File: config.mk
export PLATFORM = sky130hd
export DESIGN_NAME = acd_config
export DESIGN_NICKNAME = d
export VERILOG_FILES = /design/src/design/acd_pkg.sv /design/src/design/acd_config.sv
export SDC_FILE = /design/constraint.sdc
export NUM_CORES = 1
export LEC_CHECK = 0
export BUFFER_PORTS_ARGS = -buffer_cell sky130_fd_sc_hd__buf_2
export CAP_MARGIN = 20
export CORE_MARGIN = 2
export CORE_UTILIZATION = 44
export CTS_CLUSTER_SIZE = 20
export DETAILED_ROUTE_END_ITERATION = 8
export MAX_ROUTING_LAYER = met4
export PLACE_DENSITY = 0.85
export SLEW_MARGIN = 20
export SYNTH_ARGS = -nofsm -noshare
export SYNTH_HDL_FRONTEND = slang
export SYNTH_SLANG_ARGS = --single-unit
File: constraint.sdc
create_clock -name mclk -period 1.7 [get_ports mclk]
set_clock_uncertainty 0.2 [all_clocks]
set_input_delay 0.17 -clock mclk [delete_from_list [all_inputs] [get_ports mclk]]
set_output_delay 0.17 -clock mclk [all_outputs]
set_load 0.1 [all_outputs]
File: src/design/acd_pkg.sv
package acd_pkg;
  // Register map (word index = address)
  localparam logic [3:0]  MODE_ADDR   = 4'h2;
  localparam logic [3:0]  CLOCK_ADDR  = 4'h3;
  localparam logic [3:0]  STAT_ADDR   = 4'h1;
  localparam logic [15:0] CLOCK_RESET = 16'h030e;
  localparam logic [3:0]  MODE_RESET  = 4'h0;
  // Clock register fields
  localparam int CH1_BIT = 9;
  localparam int CH0_BIT = 8;
  localparam int FAST_BIT = 5;
  localparam int OSR_LSB = 2;
  localparam int PWR_LSB = 0;
  localparam int CLK_KEEP = 10;
  // Mode register fields
  localparam int SRC_LSB = 2;
  localparam int FLOAT_BIT = 1;
  localparam int FMT_BIT = 0;
  localparam int MODE_KEEP = 4;
  // Source codes
  localparam logic [1:0] SRC_LAG = 2'h0;
  localparam logic [1:0] SRC_OR  = 2'h1;
  // Ratios
  localparam logic [14:0] RATIO_FAST = 15'h0040;
  localparam logic [14:0] RATIO_TOP  = 15'h3f80;
  localparam logic [14:0] RATIO_BASE = 15'h0080;
  // Fixed low pulse on the pin
  localparam int PULSE_NS = 20;
  localparam int CLK_PS = 5000;
  localparam int PULSE_CYC = (PULSE_NS * 1000 + CLK_PS - 1) / CLK_PS;

  typedef enum logic [1:0] {PWR_VLOW, PWR_LOW, PWR_HIRES} acd_power_e;
  typedef enum logic [1:0] {PIN_IDLE, PIN_HOLD, PIN_PULSE} acd_pin_e;

  typedef struct packed {
    logic [3:0]  addr;
    logic [15:0] wdata;
    logic        wr;
    logic        rd;
  } acd_bus_s;

  typedef struct packed {
    logic [CLK_KEEP-1:0]  clk_reg;
    logic [MODE_KEEP-1:0] mode_reg;
    logic [1:0]           flags;
    logic [1:0]           flags_prev;
    acd_pin_e             pin;
    logic [2:0]           cnt;
    logic [15:0]          rdata;
  } acd_state_s;
endpackage : acd_pkg

File: src/design/acd_config.sv
// The implementer's own choice: strobed register access.
`timescale 1ns/1ps

// Behaviour
// - The pin follows the selected source: 00 most lagging, 01 OR of enabled channels, 10/11 most leading.
// - With no result pending the pin is driven high, or floated when the idle-float bit is set.
// - On new data the pin is held low, or pulsed low for a fixed time when the format bit is set.
// - Clock register bit 9 turns channel 1 on, reset on.
// - Clock register bit 8 turns channel 0 on, reset on.
// - Clock register bit 5 forces a ratio of 64 and overrides the ratio field.
// - Ratio field bits 4:2 decode to 128 through 8192 and 16256, reset code 011 for 1024.
// - Power field bits 1:0 decode to very low, low, and high resolution for 10 or 11, reset 10.
// - The clock register resets to 030e.
// - Each channel keeps a new-result flag set by a fresh result while the channel is on, feeding the pin.
module acd_config (
  input  wire logic              mclk,
  input  wire logic              rstn,
  input  wire acd_pkg::acd_bus_s bus,
  output logic [15:0]            rdata,
  input  wire logic              first_result_evt,
  input  wire logic              second_result_evt,
  input  wire logic              results_taken,
  output logic                   first_channel_on,
  output logic                   second_channel_on,
  output logic [14:0]            oversample_ratio,
  output acd_pkg::acd_power_e    power_level,
  output logic                   first_channel_new_result,
  output logic                   second_channel_new_result,
  output logic                   result_pending_pin_o,
  output logic                   result_pending_pin_oe
);

  acd_pkg::acd_state_s s_q;
  acd_pkg::acd_state_s s_d;

  // Level of the selected source for a given flag pair
  function automatic logic src_level(input logic [1:0] f, input logic [1:0] en,
                                     input logic [1:0] sel);
    logic [1:0] live;
    live = f & en;
    if (en == 2'h0)
      src_level = 1'b0;
    else if (sel == acd_pkg::SRC_LAG)
      src_level = ((f | ~en) == 2'h3);
    else
      src_level = |live;
  endfunction : src_level

  // Ratio field decode, top code is not a power of two
  function automatic logic [14:0] ratio(input logic fast, input logic [2:0] code);
    if (fast)
      ratio = acd_pkg::RATIO_FAST;
    else if (code == 3'h7)
      ratio = acd_pkg::RATIO_TOP;
    else
      ratio = acd_pkg::RATIO_BASE << code;
  endfunction : ratio

  logic [1:0] en;
  logic [1:0] sel;
  logic       fmt;
  logic       lvl;
  logic       lvl_prev;
  logic       trig;
  logic [1:0] ev;

  // Field views of the stored registers
  always_comb
  begin
    en   = {s_q.clk_reg[acd_pkg::CH1_BIT], s_q.clk_reg[acd_pkg::CH0_BIT]};
    sel  = s_q.mode_reg[acd_pkg::SRC_LSB +: 2];
    fmt  = s_q.mode_reg[acd_pkg::FMT_BIT];
    ev   = {second_result_evt, first_result_evt} & en;
    lvl  = src_level(s_q.flags, en, sel);
    lvl_prev = src_level(s_q.flags_prev, en, sel);
    // OR mode fires on every channel arrival, others on the source edge
    if (sel == acd_pkg::SRC_OR)
      trig = |(s_q.flags & ~s_q.flags_prev & en);
    else
      trig = lvl & ~lvl_prev;
  end

  // Next state
  always_comb
  begin
    s_d = s_q;
    s_d.rdata = 16'h0000;
    // Set beats the clear so no result is lost
    s_d.flags = (s_q.flags & ~{2{results_taken}}) | ev;
    s_d.flags_prev = s_q.flags;
    if (bus.wr && bus.addr == acd_pkg::CLOCK_ADDR)
      s_d.clk_reg = bus.wdata[acd_pkg::CLK_KEEP-1:0];
    if (bus.wr && bus.addr == acd_pkg::MODE_ADDR)
      s_d.mode_reg = bus.wdata[acd_pkg::MODE_KEEP-1:0];
    if (bus.rd)
    begin
      unique case (bus.addr)
        acd_pkg::CLOCK_ADDR: s_d.rdata = {6'h00, s_q.clk_reg};
        acd_pkg::MODE_ADDR:  s_d.rdata = {12'h000, s_q.mode_reg};
        acd_pkg::STAT_ADDR:  s_d.rdata = {14'h0000, s_q.flags};
        default:             s_d.rdata = 16'h0000;
      endcase
    end
    // Pin sequencer; a format change only applies at the next edge
    unique case (s_q.pin)
      acd_pkg::PIN_IDLE:
      begin
        if (trig && fmt)
        begin
          s_d.pin = acd_pkg::PIN_PULSE;
          s_d.cnt = 3'(acd_pkg::PULSE_CYC - 1);
        end
        else if (trig)
          s_d.pin = acd_pkg::PIN_HOLD;
      end
      acd_pkg::PIN_HOLD:
      begin
        if (!lvl)
          s_d.pin = acd_pkg::PIN_IDLE;
      end
      acd_pkg::PIN_PULSE:
      begin
        if (s_q.cnt == 3'h0)
          s_d.pin = acd_pkg::PIN_IDLE;
        else
          s_d.cnt = s_q.cnt - 3'h1;
      end
      default: s_d.pin = acd_pkg::PIN_IDLE;
    endcase
  end

  // State register
  always_ff @(posedge mclk or negedge rstn)
  begin
    if (!rstn)
    begin
      s_q.clk_reg    <= acd_pkg::CLOCK_RESET[acd_pkg::CLK_KEEP-1:0];
      s_q.mode_reg   <= acd_pkg::MODE_RESET;
      s_q.flags      <= 2'h0;
      s_q.flags_prev <= 2'h0;
      s_q.pin        <= acd_pkg::PIN_IDLE;
      s_q.cnt        <= 3'h0;
      s_q.rdata      <= 16'h0000;
    end
    else
      s_q <= s_d;
  end

  // Outputs
  always_comb
  begin
    rdata = s_q.rdata;
    first_channel_on  = s_q.clk_reg[acd_pkg::CH0_BIT];
    second_channel_on = s_q.clk_reg[acd_pkg::CH1_BIT];
    oversample_ratio = ratio(s_q.clk_reg[acd_pkg::FAST_BIT],
                             s_q.clk_reg[acd_pkg::OSR_LSB +: 3]);
    // Codes 10 and 11 both mean high resolution
    unique case (s_q.clk_reg[acd_pkg::PWR_LSB +: 2])
      2'h0:    power_level = acd_pkg::PWR_VLOW;
      2'h1:    power_level = acd_pkg::PWR_LOW;
      default: power_level = acd_pkg::PWR_HIRES;
    endcase
    first_channel_new_result  = s_q.flags[0];
    second_channel_new_result = s_q.flags[1];
    // Low while active, else high or released
    result_pending_pin_o  = (s_q.pin == acd_pkg::PIN_IDLE);
    result_pending_pin_oe = (s_q.pin != acd_pkg::PIN_IDLE)
                          || !s_q.mode_reg[acd_pkg::FLOAT_BIT];
  end

  a_lag_waits_all: assert property (@(posedge mclk) disable iff (!rstn)
    (sel == acd_pkg::SRC_LAG && en == 2'h3 && s_q.flags != 2'h3)
      |-> !lvl)
    else $error("lagging source fired before both channels");

  a_idle_level: assert property (@(posedge mclk) disable iff (!rstn)
    (s_q.pin == acd_pkg::PIN_IDLE)
      |-> (result_pending_pin_o && result_pending_pin_oe == !s_q.mode_reg[acd_pkg::FLOAT_BIT]))
    else $error("idle pin level or float wrong");

  a_hold_low: assert property (@(posedge mclk) disable iff (!rstn)
    (s_q.pin == acd_pkg::PIN_IDLE && trig && !fmt)
      |=> (!result_pending_pin_o && result_pending_pin_oe) until !lvl)
    else $error("held low format did not stay low");

  a_pulse_width: assert property (@(posedge mclk) disable iff (!rstn)
    (s_q.pin == acd_pkg::PIN_IDLE && trig && fmt)
      |=> !result_pending_pin_o [*4] ##1 result_pending_pin_o)
    else $error("pulse width wrong");

  a_ch1_enable: assert property (@(posedge mclk) disable iff (!rstn)
    (bus.wr && bus.addr == acd_pkg::CLOCK_ADDR)
      |=> second_channel_on == $past(bus.wdata[acd_pkg::CH1_BIT]))
    else $error("channel 1 enable not written");

  a_ch0_enable: assert property (@(posedge mclk) disable iff (!rstn)
    (bus.wr && bus.addr == acd_pkg::CLOCK_ADDR)
      |=> first_channel_on == $past(bus.wdata[acd_pkg::CH0_BIT]))
    else $error("channel 0 enable not written");

  a_fast_ratio: assert property (@(posedge mclk) disable iff (!rstn)
    s_q.clk_reg[acd_pkg::FAST_BIT] |-> oversample_ratio == 15'h0040)
    else $error("override ratio not 64");

  a_ratio_decode: assert property (@(posedge mclk) disable iff (!rstn)
    (!s_q.clk_reg[acd_pkg::FAST_BIT] && s_q.clk_reg[4:2] == 3'h3)
      |-> oversample_ratio == 15'h0400)
    else $error("ratio code 3 not 1024");

  a_power_decode: assert property (@(posedge mclk) disable iff (!rstn)
    (s_q.clk_reg[1]) |-> power_level == acd_pkg::PWR_HIRES)
    else $error("power code 1x not high resolution");

  a_reset_value: assert property (@(posedge mclk)
    $rose(rstn) |-> ({6'h00, s_q.clk_reg} == 16'h030e))
    else $error("clock register reset value wrong");

  a_flag_set: assert property (@(posedge mclk) disable iff (!rstn)
    (first_result_evt && first_channel_on) |=> first_channel_new_result)
    else $error("new result flag lost");

  a_reserved_zero: assert property (@(posedge mclk) disable iff (!rstn)
    (bus.rd && bus.addr == acd_pkg::CLOCK_ADDR) |=> rdata[15:10] == 6'h00)
    else $error("reserved bits not zero");

  a_or_each_arrival: assert property (@(posedge mclk) disable iff (!rstn)
    (s_q.pin == acd_pkg::PIN_IDLE && sel == acd_pkg::SRC_OR && |(s_q.flags & ~s_q.flags_prev & en))
      |=> (s_q.pin != acd_pkg::PIN_IDLE))
    else $error("or source missed an arrival");

  a_lead_first: assert property (@(posedge mclk) disable iff (!rstn)
    (sel[1] && |(s_q.flags & en))
      |-> lvl)
    else $error("leading source ignored first channel");

  a_no_enabled: assert property (@(posedge mclk) disable iff (!rstn)
    (en == 2'h0)
      |-> !lvl)
    else $error("source high with no channel enabled");

  a_active_driven: assert property (@(posedge mclk) disable iff (!rstn)
    (s_q.pin != acd_pkg::PIN_IDLE)
      |-> (!result_pending_pin_o && result_pending_pin_oe))
    else $error("active pin not driven low");

  a_float_idle: assert property (@(posedge mclk) disable iff (!rstn)
    (s_q.pin == acd_pkg::PIN_IDLE && s_q.mode_reg[acd_pkg::FLOAT_BIT])
      |-> !result_pending_pin_oe)
    else $error("idle pin driven while float set");

  a_pulse_ends: assert property (@(posedge mclk) disable iff (!rstn)
    (s_q.pin == acd_pkg::PIN_PULSE && s_q.cnt == 3'h0)
      |=> (s_q.pin == acd_pkg::PIN_IDLE))
    else $error("pulse did not end");

  a_hold_release: assert property (@(posedge mclk) disable iff (!rstn)
    (s_q.pin == acd_pkg::PIN_HOLD && !lvl)
      |=> result_pending_pin_o)
    else $error("held pin not released");

  a_ch1_gates_flag: assert property (@(posedge mclk) disable iff (!rstn)
    (second_result_evt && !second_channel_on && !s_q.flags[1])
      |=> !second_channel_new_result)
    else $error("disabled channel 1 raised a flag");

  a_ch0_gates_flag: assert property (@(posedge mclk) disable iff (!rstn)
    (first_result_evt && !first_channel_on && !s_q.flags[0])
      |=> !first_channel_new_result)
    else $error("disabled channel 0 raised a flag");

  a_fast_write: assert property (@(posedge mclk) disable iff (!rstn)
    (bus.wr && bus.addr == acd_pkg::CLOCK_ADDR && bus.wdata[acd_pkg::FAST_BIT])
      |=> oversample_ratio == acd_pkg::RATIO_FAST)
    else $error("override write did not give 64");

  a_ratio_top: assert property (@(posedge mclk) disable iff (!rstn)
    (!s_q.clk_reg[acd_pkg::FAST_BIT] && s_q.clk_reg[acd_pkg::OSR_LSB +: 3] == 3'h7)
      |-> oversample_ratio == acd_pkg::RATIO_TOP)
    else $error("top ratio code wrong");

  a_power_vlow: assert property (@(posedge mclk) disable iff (!rstn)
    (s_q.clk_reg[acd_pkg::PWR_LSB +: 2] == 2'h0)
      |-> power_level == acd_pkg::PWR_VLOW)
    else $error("power code 0 not very low");

  a_power_low: assert property (@(posedge mclk) disable iff (!rstn)
    (s_q.clk_reg[acd_pkg::PWR_LSB +: 2] == 2'h1)
      |-> power_level == acd_pkg::PWR_LOW)
    else $error("power code 1 not low");

  a_flag_hold: assert property (@(posedge mclk) disable iff (!rstn)
    (s_q.flags[0] && !results_taken)
      |=> first_channel_new_result)
    else $error("new result flag dropped early");

  a_flag_clear: assert property (@(posedge mclk) disable iff (!rstn)
    (results_taken && !(first_result_evt && first_channel_on))
      |=> !first_channel_new_result)
    else $error("new result flag not cleared");

  a_set_beats_clear: assert property (@(posedge mclk) disable iff (!rstn)
    (results_taken && second_result_evt && second_channel_on)
      |=> second_channel_new_result)
    else $error("clear beat a fresh result");

endmodule : acd_config

# == Yosys cells after proc, flatten, opt, wreduce, memory -nomap -nowiden ==
# Index checks and enable logic that the tools add are counted.
# totals
ff_bits,39
in_bits,27
output_inout_bits,39
word_cells,73
# classes
add_sub_neg,1
n_eq_ne,15
n_shift,1
mux,18
bitwise,14
n_reduce_logical,17
# ops
op,count
$mux 15,2
$pmux 10 s3,1
$shl 8x3->15 const A,1
$and 2x2->2,6
$mux 10,1
$eq 4x2->1 const B,2
$logic_not 2->1,4
$mux 2,4
$eq 2x1->1 const B,3
$eq 2x2->1 const B,3
$mux 3,2
$ne 2x2->1 const B,3
$not 2->2,3
$or 2x2->2,3
$pmux 2 s3,1
$pmux 3 s2,1
$reduce_and 3->1,2
$reduce_or 2->1,3
$mux 1,5
$eq 4x1->1 const B,1
$pmux 2 s2,1
$reduce_bool 2->1,2
$eq 3x3->1 const B,1
$logic_and 1x1->1,3
8 further kinds,8

# == Logic depth before layout (Yosys ltp) ==
# Gate-level depths: netlist of run 1.
# depth
word_depth,11
ltp_mapped,6
depth_no_buf,6

# == Worst setup path before layout of run 1 ==
# No wires, ideal clock.
# synth_path
path_kind,register to output
start,register s_q[32] (netlist name)
end,output port oversample_ratio[11]
arrival_time_ns,3.046
required_ns,1.330
setup_slack_ns,-1.716
path_stages_with_launch,4
n_path_buf,1
path_cell_list,dfstp_2 -> clkbuf_1 -> xor2_1 -> nor3b_1
# synth_between
elab_chain_len,3
word_cells_on_any_way,4
cone_classes,1 x eq/ne; 1 x shift; 2 x mux
# synth_lines
element,line,rtl
start: declaration,acd_config.sv:33,acd_pkg::acd_state_s s_q;
$shl 8x3->15 / $eq 3x3->1 (equally long branches),"acd_config.sv:56, acd_config.sv:53",
$mux 15 *,acd_config.sv:53,else if (code == 3'h7)
$mux 15 *,acd_config.sv:51,if (fast)
end: declaration,acd_config.sv:25,"output logic [14:0] oversample_ratio,"
# Mark *: on every way between the ends. The rest lies on a longest branch, timed or not.

# == Worst setup path in the final report of run 1 ==
# layout_path
start,register s_q[31] (netlist name)
end,output port oversample_ratio[7]
# The elaborated chain is that of the path after synthesis.

==> impl_metrics.yaml, run 1 <==
run_status:
  run_status: "complete, but fails checks"
  violations: "setup timing"
power:
  vdd.ir_drop.worst_mv: 1.66
  final_total_pwr_mw: 4.20
  leakagePower_nw: 1.25
  cellPowerDensity_nw_per_um2: 1580
placement:
  final_wtd_congestion: 0.755
  placed_cell_area_sq_um: 2290
  post-dp-hpwl_mm: 2.79
  buffer_ports.inserted: 46
synthesis:
  yosys-top-cells-area: "sky130_fd_sc_hd__dfrtp_1, sky130_fd_sc_hd__buf_4, sky130_fd_sc_hd__mux2_2"
  synth_common_cells: "sky130_fd_sc_hd__dfrtp_1, sky130_fd_sc_hd__buf_4, sky130_fd_sc_hd__mux2_2, sky130_fd_sc_hd__nor2_1, sky130_fd_sc_hd__nand2_1"
  synthesis.area_per_instance_sq_um: 10.5
  synth_warnings: 0
  async_flop_share: 1.00
  sequential_fraction_of_the_synthesis_area: 0.469
  post-synth-top-area-fraction: 0.395
  number_of_unique_standard_cell_types_used_by_synthesis: 39
  synth_seq_cells: 33
  synth_top_cell_by_area: "sky130_fd_sc_hd__dfrtp_1"
  synthesis.area_sq_um: 1770
  synth_edf_count: 0
  synth_most_common_cell: "sky130_fd_sc_hd__dfrtp_1"
  postSynth.topFlopCell: "sky130_fd_sc_hd__dfrtp_1"
  postSynthCellCount: 169
sta:
  setup_violations: 12
  finalWorstPathRequiredPeriod_ns: 1.89
  maxClockFrequency_mhz: 530
  worst_slew_margin_rel: 0.511
  final-hold-violation-count: 0
  setup-tns-final_ns: -0.944
  final_critical_path_setup_slack_ns: -0.188
  tightest_slew_ns: 0.733
  grt_setup_unrepaired: "true"
  post-route-period-util: 1.11
  final_number_of_max_transition_violations: 0
final_layout:
  multi_input_area_sq_um: 883
  fillerInstances: 263
  layout_cells_sized_above_1: 0.494
  finish.net_count: 265
  area_delta_synth_final_pct: 50.5
  combined_flip_flop_and_latch_cell_area_sq_um: 845
  finalCoreUtilization: 0.677
  finish.instance_area_sq_um: 2670
  n_antenna_cell: 0
setup_path:
  worst_ep_required_time_ns: 1.33
  rr_endpoint: "s_q[19]"
  timing.critical_path.slowest_cell_delay_ns: 0.39
  critical_path.n_buffers_inverters: 2
  startpoint: "s_q[31]"
  worstSetupStartpointType: "flip-flop"
  cp-end-kind: "primary output"
  critical_path_capture_point: "oversample_ratio[7]"
  critical_path.cell_chain: "buf_6 > or3_4 > a21oi_4 > buf_12"
  critical-path-slowest-cell: "sky130_fd_sc_hd__dfstp_2"
  criticalPathCategory: "reg -> out"
  arrival_ns: 1.52
  worstSetupPathDepth: 4
  launch_instance_of_the_worst_register_to_register_path: "first_channel_on"
  crit_path_max_fanout: 4
  rr_worst_depth: 4
  worst_path_top_cell_family_by_delay: "flip-flops"
  rrSetupSlack_ns: -0.09
worst_hold_path:
  hold_path_class: "in -> reg"
global_route:
  grt_pass1_vias: 1367
  wire_length_of_the_first_global_routing_pass_mm: 6.48
  antenna_found_initial: 0
  grt_usage: 0.200
  largest_net_degree_at_the_start_of_global_routing: 34
  global_route.overflow_total: 0
drt:
  avgViaCountPerCell: 5.13
  wl_per_cell_microns: 15.8
  drt_first_iter_violations: 57
  route.final.wire_length_mm: 4.52
  route.detailed.drc: 0
  dr_pass1_iterations: 4
  drt.antenna.violating_nets: 0
  routed-via-count: 1471
floorplan:
  core_region_area_sq_um: 3940
  core.rowCount: 23
  fp.dieW_microns: 67.5
  die_area_sq_um: 4550
  initial_utilization: 0.450
  vertical_die_dimension_microns: 67.5
  io_pins: 66
clock_tree:
  worstSkewPairLatency_ns: 0.29
  cts_inserted_buffers: 5
  cts_max_path_buffers: 2
  tritoncts_num_sinks: 33
  clk_pin_slew_worst_paths_ns: 0.07
  clock_tree.htree_level_count: 2
  root_buffer: "sky130_fd_sc_hd__clkbuf_8"
  tritoncts: "yes"
flow_run:
  maxCapViolCount: 0
-- worst min path at each step --
| stage | end | slack (ns) | startpoint | cells past startpoint |
|---|---|---|---|---|
| 6_report | rdata[8] | 0.02 | bus[18] | 3 |
| 5_1_grt | rdata[8] | 0.03 | bus[18] | 3 |
| 4_1_cts | rdata[8] | 0.006 | bus[18] | 3 |
| 3_5_place_dp | s_q[17] | 0.06 | rstn | 1 |
| 3_3_place_gp | s_q[17] | 0.05 | rstn | 1 |
| 2_1_floorplan | first_channel_new_result | -0.33 | rstn | 0 |
-- cells in the final DEF (no fill, tap or decap), drive strengths merged, types with 2 or more instances in the layout --
master       instances
dlygate4sd3         15
o21ai                7
clkbuf               7
a22oi                3
nand2               10
o311ai               2
mux2                13
nand3b               3
xor2                 3
a21oi                3
mux2i                2
inv                  7
dfrtp               28
buf                 63
nor2                12
nor3                 5
nand3                4
conb                13
dfstp                5
nor3b                3
ha                   2
and2                 5
and3b                3
nor2b                5
-- area by class of cell --
class / count / share of cell area
inverters: 7 / 0.0108
repair buffers: 78 / 0.274
clock buffers: 7 / 0.0324
clock inverters: 1 / 0.0113
multi-input cells: 111 / 0.331
well taps: 50 / 0.0235
flip-flops and latches: 33 / 0.317
-- flip-flops by register name, indices dropped and copies added, names as in the netlist --
name and flops:
first_channel_new_result 1, second_channel_on 1, rdata 10, s_q 18, fmt 1, second_channel_new_result 1, first_channel_on 1
-- power by group --
| group | switching, mW | internal (mW) |
|---|---|---|
| Combinational | 1.44 | 0.864 |
| Clock | 0.284 | 0.478 |
| Sequential | 0.184 | 0.957 |
-- tightest hold or removal path, delay by kind of cell --
kind                   cells  cell delay (ns)
buffers and inverters      2             0.24
AND/OR/NAND/NOR            1             0.05
-- stage by stage --
stage | std cells | worst slack [ns] | hold slack [ns]
final | 287 | -0.188 | 0.0163
after floorplan | 181 | -0.268 | -0.326
after global placement | 259 | -0.0205 | 0.0541
after CTS | 284 | -0.154 | 0.00612
after global routing | 287 | -0.215 | 0.0261
after detailed placement | 259 | -0.0489 | 0.0593
-- per-layer routing --
metal  vias up  share of wire  GRT usage
met5         -              0          -
met4         0          0.029     0.0969
met3        16          0.065     0.0400
met2        73           0.50      0.305
met1       707           0.40      0.253
li1        675              -          -
-- what timing repair did --
action	CTS	global route
buffers inserted	2	3
cloned	0	0
endpoints found under the hold margin	46	0
hold buffers	15	0
gates resized for setup	3	13
pin swaps	2	5
endpoints found under the setup margin	11	13
-- kinds of logic after synthesis --
family / after synthesis / synth area share
XOR/XNOR: 3 / 0.0148
flip-flops: 33 / 0.469
other: 1 / 0.00212
buffers and inverters: 37 / 0.130
multiplexers: 15 / 0.0939
AND/OR/NAND/NOR: 55 / 0.170
adder cells (fa/ha/maj): 2 / 0.0141
AO/OA/AOI/OAI: 23 / 0.106
Power figures use the tool's default switching activity.
==> run 2, diff against run 1 <==
- PLACE_DENSITY: 0.85 -> 0.75
- TNS_END_PERCENT: default -> 30
==> run 2 against run 1 <==
Sequential cell count did not move. Core utilization fell by 0.98 points. Global-route usage down 0.79 points. Fmax barely moved. Non-clock buffer count grew 1. Largest power group unchanged. Wire length fell by 13%. Sequential share of layout area grew 0.32 points. The run still ends with setup timing left. Critical endpoint unchanged. Clock-buffer cell count unchanged. Design area fell by 1.5%. Register-to-register slack hardly changed. Via count down 6.9%.
==> impl_metrics.yaml, run 2 (same netlist as run 1, synthesis figures left out) <==
run_status:
  run_status: "complete, but fails checks"
  violations: "setup timing"
clock_tree:
  clk_pin_slew_worst_paths_ns: 0.07
  root_buffer: "sky130_fd_sc_hd__clkbuf_8"
  worstSkewPairLatency_ns: 0.28
  tritoncts: "yes"
  cts_inserted_buffers: 5
  cts_max_path_buffers: 2
  tritoncts_num_sinks: 33
  clock_tree.htree_level_count: 2
setup_path:
  launch_instance_of_the_worst_register_to_register_path: "first_channel_on"
  rr_endpoint: "s_q[19]"
  cp-end-kind: "primary output"
  worstSetupStartpointType: "flip-flop"
  rr_worst_depth: 4
  arrival_ns: 1.52
  worst_ep_required_time_ns: 1.33
  startpoint: "s_q[31]"
  crit_path_max_fanout: 3
  rrSetupSlack_ns: -0.09
  criticalPathCategory: "reg -> out"
power:
  p_int_mw: 2.24
  final_total_pwr_mw: 4.09
  leakagePower_nw: 1.23
  cellPowerDensity_nw_per_um2: 1560
  power.share.switching: 0.452
  clkPwrFrac: 0.185
  switching_power_mw: 1.85
  vdd.ir_drop.worst_mv: 1.23
  combinational_power_share: 0.536
  sequentialPowerShare: 0.279
sta:
  final-hold-violation-count: 0
  final_number_of_max_transition_violations: 0
  tightest_slew_ns: 0.715
  post-route-period-util: 1.11
  fin_hold_ws_ns: 0.0652
  grt_setup_unrepaired: "true"
  maxClockFrequency_mhz: 530
  final_critical_path_setup_slack_ns: -0.188
  worst_slew_margin_rel: 0.523
  setup_violations: 10
  finalWorstPathRequiredPeriod_ns: 1.89
drt:
  routed-via-count: 1370
  wl_per_cell_microns: 13.7
  route.final.wire_length_mm: 3.93
  dr_pass1_iterations: 4
  drt_first_iter_violations: 55
  drt.antenna.violating_nets: 0
  avgViaCountPerCell: 4.76
  route.detailed.drc: 0
final_layout:
  n_antenna_cell: 0
  area_delta_synth_final_pct: 48.3
  finish.net_count: 266
  largest_register: "s_q"
  largest_reg_flops: 18
  final_common_cell: "sky130_fd_sc_hd__buf_2"
  multi_input_area_sq_um: 877
  fillerInstances: 308
  layout_cells_sized_above_1: 0.496
  combined_flip_flop_and_latch_cell_area_sq_um: 841
  most-common-layout-cells: "sky130_fd_sc_hd__buf_2, sky130_fd_sc_hd__dfrtp_1, sky130_fd_sc_hd__dlygate4sd3_1"
  reg_top3: "s_q x18, rdata x10"
placement:
  post-dp-hpwl_mm: 2.75
  buffer_ports.inserted: 46
  final_wtd_congestion: 0.824
floorplan:
  core_region_area_sq_um: 3940
  vertical_die_dimension_microns: 67.5
  core.rowCount: 23
  initial_utilization: 0.450
  die_area_sq_um: 4550
  io_pins: 66
  fp.dieW_microns: 67.5
worst_hold_path:
  hold_path.startpoint: "bus[19]"
  min_delay_worst_endpoint: "rdata[8]"
  hold_path_class: "in -> reg"
  hold_depth: 3
flow_run:
  maxCapViolCount: 0
global_route:
  global_route.overflow_total: 0
  antenna_found_initial: 0
  grt_usage: 0.192
  wire_length_of_the_first_global_routing_pass_mm: 6.29
  grt_pass1_vias: 1358
  largest_net_degree_at_the_start_of_global_routing: 34
run 2: cell count changes in the layout (fill, tap and decap cells not counted), sizes merged:
| cell | before | now |
|---|---|---|
| dlygate4sd3 | 15 | 16 |
run 2: layer usage:
metal  global-route usage  up-vias  wire length, microns
met1                0.250      658                  1780
met2                0.300       37                  1940
li1                     -      670                     -
met4               0.0536        0                    44
met5                    -        -                     0
met3               0.0433        5                   165
run 2: critical path: stages, from the launching register on:
cell,delay (ns)
sky130_fd_sc_hd__dfstp_2,0.40
sky130_fd_sc_hd__buf_6,0.12
sky130_fd_sc_hd__or3_4,0.37
sky130_fd_sc_hd__a21oi_4,0.16
sky130_fd_sc_hd__buf_12,0.19
run 2: power groups by stage:
stage	Sequential (mW)	Clock, mW	Combinational (mW)
floorplan	1.25	0	1.40
global placement	1.14	0	2.03
detailed placement	1.15	0	2.06
CTS	1.13	0.767	2.16
global route	1.16	0.810	2.29
finish	1.14	0.758	2.19
run 2: cell type report:
| type | count | share of cell area |
|---|---|---|
| well taps | 50 | 0.0238 |
| inverters | 7 | 0.0100 |
| repair buffers | 79 | 0.268 |
| flip-flops and latches | 33 | 0.320 |
| multi-input cells | 111 | 0.334 |
| clock inverters | 1 | 0.0114 |
| clock buffers | 7 | 0.0328 |
run 2: metrics by stage:
stage | instances | setup TNS (ns) | util | setup slack (ns) | cell area [sq um]
3_5_place_dp | 260 | -0.212 | 0.577 | -0.0995 | 2270
3_3_place_gp | 260 | -0.0518 | 0.577 | -0.0396 | 2270
2_1_floorplan | 181 | -2.40 | - | -0.283 | 1940
5_1_grt | 288 | -1.62 | 0.667 | -0.236 | 2630
6_report | 288 | -1.11 | 0.667 | -0.188 | 2630
4_1_cts | 288 | -0.992 | 0.659 | -0.183 | 2600
run 2: worst max path at each step:
stage          slack, ns                   to  cells after the start
5_1_grt            -0.24  oversample_ratio[7]                      4
3_3_place_gp       -0.04              s_q[19]                      4
6_report           -0.19  oversample_ratio[7]                      4
4_1_cts            -0.18  oversample_ratio[7]                      4
2_1_floorplan      -0.28              s_q[19]                      4
3_5_place_dp        -0.1              s_q[19]                      4
run 2: timing repair:
| action | 4_1_cts | 5_1_grt |
|---|---|---|
| setup buffers | 4 | 0 |
| gates cloned | 0 | 0 |
| endpoints found under the hold margin | 47 | 0 |
| resized for setup | 9 | 8 |
| setup endpoints to repair | 12 | 17 |
| hold buffers | 16 | 0 |
| pin swaps | 2 | 4 |
